`src/rtl/wdt_pkg.sv`:
```
package wdt_pkg;
	// Register byte addresses
	localparam logic [7:0] WDT_CTRL1_ADDR  = 8'h34;
	localparam logic [7:0] WDT_CLEAR_ADDR  = 8'h38;
	localparam logic [7:0] WDT_STAT_ADDR   = 8'h3C;
	localparam logic [7:0] WDT_MASK_ADDR   = 8'h40;
	localparam logic [7:0] WDT_STATE_ADDR  = 8'h44;
	// Control one layout and reset value (upper four bits read as one)
	localparam int         WDT_EN_BIT      = 3;
	localparam int         WDT_TIME_LO     = 1;
	localparam int         WDT_ACT_BIT     = 0;
	localparam logic [7:0] WDT_CTRL1_RST   = 8'hF9;
	localparam logic [7:0] WDT_CTRL1_RSVD  = 8'hC0;
	// Clear code
	localparam logic [7:0] WDT_CLEAR_CODE  = 8'h4E;
	// Status bits
	localparam int         WDT_ST_OVF      = 0;
	localparam int         WDT_ST_RST      = 1;
	// Divider width; taps per detection time select
	localparam int         WDT_DIV_W       = 25;
	localparam int         WDT_TAP0        = 10;
	localparam int         WDT_TAP1        = 12;
	localparam int         WDT_TAP2        = 14;
	localparam int         WDT_TAP3        = 16;
	// Reset pin low pulse length in cycles
	localparam int         WDT_RST_CYC     = 16;
endpackage : wdt_pkg

```
`src/rtl/wdt_divider.sv`:
```
`timescale 1ns/1ps
`default_nettype none
// Divider counting only while run_i is high: one-cycle pulse on the rising edge of a selected tap
module wdt_divider
	import wdt_pkg::*;
(
	// System
	input  wire logic       clk_i,
	input  wire logic       rst_i,
	// Control
	input  wire logic       run_i,
	input  wire logic [1:0] sel_i,
	// Tick out
	output logic            tick_o
);
	logic [WDT_DIV_W-1:0] cnt_r;
	logic [WDT_DIV_W-1:0] cnt_nxt;
	wire  [3:0]           taps_now;
	wire  [3:0]           taps_nxt;

	// Divider never cleared by software, only by chip reset
	assign cnt_nxt  = cnt_r + {{(WDT_DIV_W-1){1'b0}}, 1'b1};
	assign taps_now = {cnt_r[WDT_TAP3], cnt_r[WDT_TAP2], cnt_r[WDT_TAP1], cnt_r[WDT_TAP0]};
	assign taps_nxt = {cnt_nxt[WDT_TAP3], cnt_nxt[WDT_TAP2], cnt_nxt[WDT_TAP1],
		cnt_nxt[WDT_TAP0]};
	assign tick_o   = run_i & taps_nxt[sel_i] & ~taps_now[sel_i];

	// Divider advances only while not frozen
	always_ff @(posedge clk_i) begin
		if (rst_i) begin
			cnt_r <= '0;
		end else if (run_i) begin
			cnt_r <= cnt_nxt;
		end
	end
endmodule : wdt_divider
`default_nettype wire

```
`src/rtl/wdt_top.sv`:
```
`timescale 1ns/1ps
`default_nettype none
// Watchdog with Wishbone register access
module wdt_top
	import wdt_pkg::*;
(
	// System
	input  wire logic       clk_i,
	input  wire logic       rst_i,
	// Wishbone slave
	input  wire logic       cyc_i,
	input  wire logic       stb_i,
	input  wire logic       we_i,
	input  wire logic [7:0] adr_i,
	input  wire logic [3:0] sel_i,
	input  wire logic [31:0] dat_i,
	output logic [31:0]     dat_o,
	output logic            ack_o,
	// Power modes
	input  wire logic       stop_i,
	input  wire logic       warmup_i,
	input  wire logic       idle_i,
	input  wire logic       sleep_i,
	// Events
	output logic            reset_pin_n_o,
	output logic            reset_req_o,
	output logic            irq_o
);
	logic [2:0]  ctrl_r;        // enable, time[1:0] stored low three; action separate
	logic        act_r;
	logic        act_locked_r;
	logic [1:0]  bin_r;
	logic [1:0]  stat_r;
	logic [1:0]  mask_r;
	logic [4:0]  rst_cnt_r;
	logic        ack_r;
	logic [31:0] dat_r;
	logic        tick;

	// Bus decode
	wire req       = cyc_i & stb_i & ~ack_r;
	wire wr        = req & we_i & sel_i[0];
	wire hit_ctrl  = adr_i == WDT_CTRL1_ADDR;
	wire hit_clear = adr_i == WDT_CLEAR_ADDR;
	wire hit_stat  = adr_i == WDT_STAT_ADDR;
	wire hit_mask  = adr_i == WDT_MASK_ADDR;
	wire hit_state = adr_i == WDT_STATE_ADDR;
	wire wr_ctrl   = wr & hit_ctrl;
	wire wr_clear  = wr & hit_clear & (dat_i[7:0] == WDT_CLEAR_CODE);
	wire wr_stat   = wr & hit_stat;
	wire wr_mask   = wr & hit_mask;

	// Counting conditions
	wire frozen    = stop_i | warmup_i | idle_i | sleep_i;
	wire enabled   = ctrl_r[WDT_EN_BIT-1];
	wire run       = enabled & ~frozen;
	wire ovf       = tick & (bin_r == 2'b11);
	wire ovf_rst   = ovf & act_r;
	wire ovf_irq   = ovf & ~act_r;
	wire [7:0] ctrl_view = {WDT_CTRL1_RST[7:4], ctrl_r, act_r}; // Upper nibble reads fixed

	// Read mux
	wire [31:0] rd_data =
		hit_ctrl  ? {24'h0, ctrl_view} :
		hit_stat  ? {30'h0, stat_r} :
		hit_mask  ? {30'h0, mask_r} :
		hit_state ? {29'h0, act_locked_r, bin_r} : 32'h0;

	wdt_divider u_div (
		.clk_i  (clk_i),
		.rst_i  (rst_i),
		.run_i  (run),
		.sel_i  (ctrl_r[1:0]),
		.tick_o (tick)
	);

	// Bus answer one cycle after request; unmapped reads zero, writes ignored
	always_ff @(posedge clk_i) begin
		if (rst_i) begin
			ack_r <= 1'b0;
			dat_r <= 32'h0;
		end else begin
			ack_r <= req;
			dat_r <= req ? rd_data : dat_r;
		end
	end
	assign ack_o = ack_r;
	assign dat_o = dat_r;

	// Control one; action bit writable once after reset
	always_ff @(posedge clk_i) begin
		if (rst_i) begin
			ctrl_r       <= WDT_CTRL1_RST[3:1];
			act_r        <= WDT_CTRL1_RST[WDT_ACT_BIT];
			act_locked_r <= 1'b0;
		end else if (wr_ctrl) begin
			ctrl_r       <= dat_i[3:1];
			act_locked_r <= 1'b1;
			if (!act_locked_r) begin
				act_r <= dat_i[WDT_ACT_BIT];
			end
		end
	end

	// Two-stage binary counter; clear leaves divider alone, wraps for periodic use
	always_ff @(posedge clk_i) begin
		if (rst_i) begin
			bin_r <= 2'b00;
		end else if (wr_clear) begin
			bin_r <= 2'b00;
		end else if (tick) begin
			bin_r <= bin_r + 2'b01;
		end
	end

	// Sticky bit next value: a new event wins over a write-one clear
	function automatic logic sticky_nxt(input logic cur, input logic set, input logic clr);
		return set | (cur & ~clr);
	endfunction : sticky_nxt

	// Sticky status: set wins over write-one clear
	always_ff @(posedge clk_i) begin
		if (rst_i) begin
			stat_r <= 2'b00;
			mask_r <= 2'b00;
		end else begin
			stat_r[WDT_ST_OVF] <= sticky_nxt(stat_r[WDT_ST_OVF], ovf_irq,
				wr_stat & dat_i[WDT_ST_OVF]);
			stat_r[WDT_ST_RST] <= sticky_nxt(stat_r[WDT_ST_RST], ovf_rst,
				wr_stat & dat_i[WDT_ST_RST]);
			if (wr_mask) begin
				mask_r <= dat_i[1:0];
			end
		end
	end
	assign irq_o = |(stat_r & mask_r);

	// Reset pin low pulse after reset-type overflow
	always_ff @(posedge clk_i) begin
		if (rst_i) begin
			rst_cnt_r <= 5'd0;
		end else if (ovf_rst) begin
			rst_cnt_r <= 5'(WDT_RST_CYC);
		end else if (rst_cnt_r != 5'd0) begin
			rst_cnt_r <= rst_cnt_r - 5'd1;
		end
	end
	assign reset_pin_n_o = (rst_cnt_r == 5'd0);
	assign reset_req_o   = (rst_cnt_r != 5'd0);

	// Length of the current reset pin low phase, for the pulse-length check
	logic [5:0] pin_low_cnt_r;
	always_ff @(posedge clk_i) begin
		if (rst_i || reset_pin_n_o) begin
			pin_low_cnt_r <= 6'h00;
		end else begin
			pin_low_cnt_r <= pin_low_cnt_r + 6'h01;
		end
	end
endmodule : wdt_top
`default_nettype wire

```
`config.mk`:
```
export PLATFORM = sky130hd
export DESIGN_NAME = wdt_top
export DESIGN_NICKNAME = d
export VERILOG_FILES = /design/src/rtl/wdt_pkg.sv /design/src/rtl/wdt_divider.sv /design/src/rtl/wdt_top.sv
export SDC_FILE = /design/constraint.sdc
export NUM_CORES = 1
export LEC_CHECK = 0
export BUFFER_PORTS_ARGS = -buffer_cell sky130_fd_sc_hd__buf_2
export CORE_AREA = 3 3 69 71
export CTS_BUF_LIST = sky130_fd_sc_hd__clkbuf_4 sky130_fd_sc_hd__clkbuf_8 sky130_fd_sc_hd__clkbuf_16
export DETAILED_ROUTE_END_ITERATION = 6
export DIE_AREA = 0 0 72 74
export PLACE_DENSITY = 0.87
export SYNTH_ARGS = -nofsm -noshare
export SYNTH_HDL_FRONTEND = slang
export SYNTH_HIERARCHICAL = 1
export SYNTH_SLANG_ARGS = --single-unit
```
`constraint.sdc`:
```
create_clock -name clk_i -period 8 [get_ports clk_i]
set_clock_uncertainty 0.15 [all_clocks]
set_input_delay 1.2 -clock clk_i [delete_from_list [all_inputs] [get_ports clk_i]]
set_output_delay 1.2 -clock clk_i [all_outputs]
set_load 0.02 [all_outputs]
```
## Word level (Yosys, flattened, before mapping)

Cells that the tools add are included.

| storage, ports and cells | value |
|---|---|
| register bits | 74 |
| output and inout bits | 36 |
| word-level logic and storage cells | 71 |

| cells by class | value |
|---|---|
| add/sub/neg operators | 3 |
| order comparisons | 1 |
| equality and inequality tests | 7 |
| multiplexer cells | 10 |
| bitwise gates (word level) | 32 |
| reduce and logical (&&, ||, !) cells | 7 |

Operators by type and width:

| operator | count |
|---|---|
| $add 25x1->25 const B | 1 |
| $eq 8x6->1 const B | 3 |
| $eq 8x7->1 const B | 3 |
| $and 1x1->1 | 19 |
| $mux 5 | 2 |
| $mux 3 | 3 |
| $mux 8 | 1 |
| $not 1->1 | 7 |
| $reduce_or 2->1 | 3 |
| $logic_not 5->1 | 1 |
| $or 1x1->1 | 5 |
| $reduce_bool 5->1 | 1 |
| $sub 5x1->5 const B | 1 |
| $bmux 1 s2 | 2 |
| $lt 2x3->1 const B | 1 |
| $add 2x1->2 const B | 1 |
| $and 2x2->2 | 1 |
| $eq 2x2->1 const B | 1 |
| $mux 1 | 2 |
| $reduce_and 2->1 | 1 |
| $reduce_bool 2->1 | 1 |

## Logic depth before layout (Yosys ltp)

| depth | value |
|---|---|
| word-level depth | 10 |
| gate-level depth with buffers | 11 |
| mapped depth without buffers | 10 |

## Cells and area by module

The synthesis kept the hierarchy.

Modules (own cells, without submodules):

| module | instances | cells each | area an instance (sq um) | seq. area each (sq um) |
|---|---|---|---|---|
| wdt_top | 1 | 153 | 1,307.5 | 440.4 |
| wdt_divider | 1 | 95 | 865.8 | 340.3 |

## Least setup slack after synthesis

No wires, ideal clock.

| path | value |
|---|---|
| kind | input port to flip-flop |
| start point | input warmup_i |
| end point | register rst_cnt_r[2] |
| setup time | 0.117 ns |
| arrival time | 3.305 ns |
| required time | 7.733 ns |
| setup slack | 4.428 ns |
| stages on the path | 11 |
| cell sequence | nor2_1 nand2_1 nor3_1 and2_1 buf_6 and3_2 nand3_1 o32ai_1 nand3_1 nand3_1 nor2_1 |

| on the way | value |
|---|---|
| cells in the longest elaborated chain, start to end | 10 |

Ends and longest elaborated chain:

| what | RTL line | source |
|---|---|---|
| start, declared | wdt_top.sv:21 | `input wire logic warmup_i,` |
| $or 1x1->1 (3 in series) | wdt_top.sv:54 | `wire frozen = stop_i \| warmup_i \| idle_i \| sleep_i;` |
| $not 1->1 | wdt_top.sv:56 | `wire run = enabled & ~frozen;` |
| $and 1x1->1 | wdt_top.sv:56 |  |
| named net run | wdt_top.sv:56 |  |
| $and 1x1->1 (2 in series) | wdt_divider.sv:26 | `assign tick_o = run_i & taps_nxt[sel_i] & ~taps_now[sel_i];` |
| named net tick | wdt_top.sv:38 | `logic tick;` |
| $and 1x1->1 | wdt_top.sv:57 | `wire ovf = tick & (bin_r == 2'b11);` |
| $and 1x1->1 | wdt_top.sv:58 | `wire ovf_rst = ovf & act_r;` |
| $reduce_or 2->1 (no source line) | - |  |
| end signal, assigned | wdt_top.sv:143 | `rst_cnt_r <= 5'(WDT_RST_CYC);` |
| end signal, assigned | wdt_top.sv:145 | `rst_cnt_r <= rst_cnt_r - 5'd1;` |
| end, declared | wdt_top.sv:35 | `logic [4:0] rst_cnt_r;` |

The timed path passes the listed nets, and every way through them passes these cells.
A chain may end at the register's enable or synchronous reset.

## Worst setup path after layout

| path | value |
|---|---|
| start point | input warmup_i |
| end point | register rst_cnt_r[3] |

Same word-level chain as after synthesis.

==> flow_summary.ini <==
[clock_network]
root_buffer = clkbuf_8
cts_hold_buf = 0
post-cts-setup-buffers = 0
cts_buffer_depth = 2
cts_tree = done
clkTransAtPathRegs_ns = 0.07
cts-resized-gates = 0
clk_latency_ns = 0.29
cts_buffers = 5
htreeDepth = 2
cts.sinks = 39

[floorplanning]
ios = 89
rows = 24
core_area_mm2 = 0.00429
die_w_um = 72
die_area_mm2 = 0.00533
die_h_um = 74
start_util_pct = 50.6

[worst_setup_path]
crit_end = rst_cnt_r[3]$_SDFFE_PP0P_
cp.required_ns = 8.03
worstReg2RegStart = ctrl_r[2]$_SDFFE_PP1P_
crit_top_cell = nand3_1
cp_top_family = simple AND/OR/NAND/NOR gates
start_kind = primary input
ff2ff_path_depth = 9
worst-r2r-setup-slack_ns = 4.88
cp_num_cells = 11
cpMaxStageDelayCell = o32ai_1
crit_type = in -> reg
cp_slowest_stage_delay_ns = 0.62
endpoint_kind = flip-flop
crit_buf_inv = 1
crit_start = warmup_i
path_max_fanout = 6
cp.arrival_ns = 3.84
worstPathCellList = buf_2 > nor2_1 > nand2_1 > nor3_1 > and2_1 > and3_2 > nand3_1 > o32ai_1 > nand3_1 > nand3_1 > nor2_1
reg2reg_to = rst_cnt_r[3]$_SDFFE_PP0P_

[timing]
drv_slew = 0
finalSetupViolations = 0
max_freq_mhz = 263
hold_viol_final = 0
rsz0062_at_grt = no
relSlewSlack_pct = 56.2
fin_setup_tns_ns = 0
finalCritPeriodShare_pct = 47.6
worstMarginPinSlew_ns = 0.655
period_needed_ns = 3.81

[drt]
firstDrtPassIters = 4
drc = 0
viasPerCell = 5.32
antenna_left = 0
drtIter0Drc = 94
wire_per_inst_um = 12.9
routed_wl_um = 4310
vias = 1772

[cells_and_area]
drive_gt1_share_pct = 22.1
final_common_cell = dfxtp_1
utilization_pct = 55.4
syn2layout_area_growth_pct = 9.38
fill_cells = 392
layout_common_cells = dfxtp_1, buf_2, nor2_1
final_cells = 333
antenna_cells = 0
nNetsFinal = 336

[place]
hpwlAfterDp_um = 3260
port_buffers = 37
placedCellCount = 325
place.gp.congestion = 0.860

[global_route]
grt_pass1_wl_um = 7150
antenna_found_initial = 0
track_usage_pct = 16.8
grt_max_degree = 38
grt_pass1_vias = 1644
grt_remaining_overflow = 0

[logic_synthesis]
syn_area_mm2 = 0.00217
synth_warnings = 6
synthArstFlopShare_pct = 0
synth_edf_count = 0
syn_inst = 248
ys_ff_latch = 39
ys_seq_area_share_pct = 35.9
ys.flop_type = dfxtp_1
synth_area_per_cell_um2 = 8.76
yosysUniqueCellTypes = 48

[run_status]
status = completed

[power_and_ir_drop]
peakVddDrop_mv = 0.0875
p_per_area_mw_per_mm2 = 201
power.leakage_nw = 1.00

[hold_path]
hold_class = reg -> reg

[flow_run]
max-cap-violations = 0
cells by family after synthesis:
kind of cell / after synthesis / synth area share [%]
AO/OA/AOI/OAI: 28 / 8.41
XOR/XNOR: 14 / 5.64
adder cells (fa/ha/maj): 3 / 1.73
buffers and inverters: 41 / 12.5
flip-flops: 39 / 35.9
multiplexers: 12 / 5.70
other: 1 / 0.173
AND/OR/NAND/NOR: 110 / 29.9
cells in the mapped netlist, types with 3 or more instances:
cell type	n	area, um2
xnor2_1	11	96.3
a22oi_1	3	22.5
xor2_1	3	26.3
ha_1	3	37.5
nand4_1	6	37.5
nor3_1	5	25.0
nand3b_1	3	22.5
mux2i_1	9	90.1
nand3_1	12	60.1
and2_1	4	25.0
nor2b_1	4	25.0
o21ai_0	3	15.0
nor2_1	32	120
or3_1	3	18.8
clkbuf_1	4	15.0
inv_1	6	22.5
mux2_2	3	33.8
buf_4	27	203
a21oi_1	11	55.1
nand2_1	16	60.1
dfxtp_1	39	781
and3_2	4	30.0
nor4_1	4	25.0
flip-flops by register name, indices dropped and copies added (netlist names):
| name | flops |
|---|---|
| bin_r | 2 |
| ctrl_r | 3 |
| act_r | 1 |
| dat_o | 5 |
| mask_r | 2 |
| rst_cnt_r | 5 |
| act_locked_r | 1 |
| u_div/cnt_r | 17 |
| ack_o | 1 |
| stat_r | 2 |
layout make-up:
| class | count | area (um2) | area share (%) |
|---|---|---|---|
| multi-input combinational | 191 | 1210 | 50.7 |
| sequential | 39 | 781 | 32.8 |
| inverter | 6 | 22.5 | 0.947 |
| tap | 52 | 65.1 | 2.74 |
| clock inverter | 2 | 35.0 | 1.47 |
| clock buffer | 6 | 82.6 | 3.47 |
| timing repair buffer | 37 | 185 | 7.79 |
layer usage:
layer  vias up  GRT usage, %  part of all wire [%]
met3         7          4.73                   6.4
met2        58          29.7                    50
li1        886             -                     -
met5         -             0                     0
met1       821          19.6                    42
met4         0          5.85                   1.5
worst reg2reg max path, cell delays in order (launching register included):
cell     delay [ns]
dfxtp_1        0.39
nand2_1        0.07
nor3_1         0.48
and2_1         0.39
and3_2         0.26
nand3_1        0.12
o32ai_1        0.62
nand3_1        0.28
nand3_1        0.20
nor2_1         0.06
power by group:
part           internal (W)  leakage [nW]  switching [W]
Clock              0.000101        0.0612      0.0000655
Sequential         0.000204         0.315     0.00000798
Combinational     0.0000367         0.627      0.0000628
per-stage QoR:
| stage | power, W | cell area (um2) | worst slack [ns] | hold WS [ns] |
|---|---|---|---|---|
| floorplan | 0.000300 | 2260 | 4.43 | 0.281 |
| global placement | 0.000312 | 2260 | 3.99 | 0.291 |
| detailed placement | 0.000316 | 2260 | 3.84 | 0.301 |
| CTS | 0.000483 | 2380 | 4.14 | 0.312 |
| global route | 0.000504 | 2380 | 3.77 | 0.356 |
| finish | 0.000478 | 2380 | 4.19 | 0.310 |
worst min-delay path by stage:
stage | start | endpoint | slack, ns | cells past startpoint
after floorplan | rst_cnt_r[4]$_SDFFE_PP0P_ | rst_cnt_r[4]$_SDFFE_PP0P_ | 0.28 | 2
after detailed placement | rst_cnt_r[4]$_SDFFE_PP0P_ | rst_cnt_r[4]$_SDFFE_PP0P_ | 0.30 | 2
after global routing | u_div/cnt_r[16]$_SDFFE_PP0P_ | u_div/cnt_r[16]$_SDFFE_PP0P_ | 0.36 | 2
after global placement | rst_cnt_r[4]$_SDFFE_PP0P_ | rst_cnt_r[4]$_SDFFE_PP0P_ | 0.29 | 2
final | rst_cnt_r[4]$_SDFFE_PP0P_ | rst_cnt_r[4]$_SDFFE_PP0P_ | 0.31 | 2
after CTS | rst_cnt_r[4]$_SDFFE_PP0P_ | rst_cnt_r[4]$_SDFFE_PP0P_ | 0.31 | 2
(Power assumes the default switching activity.)
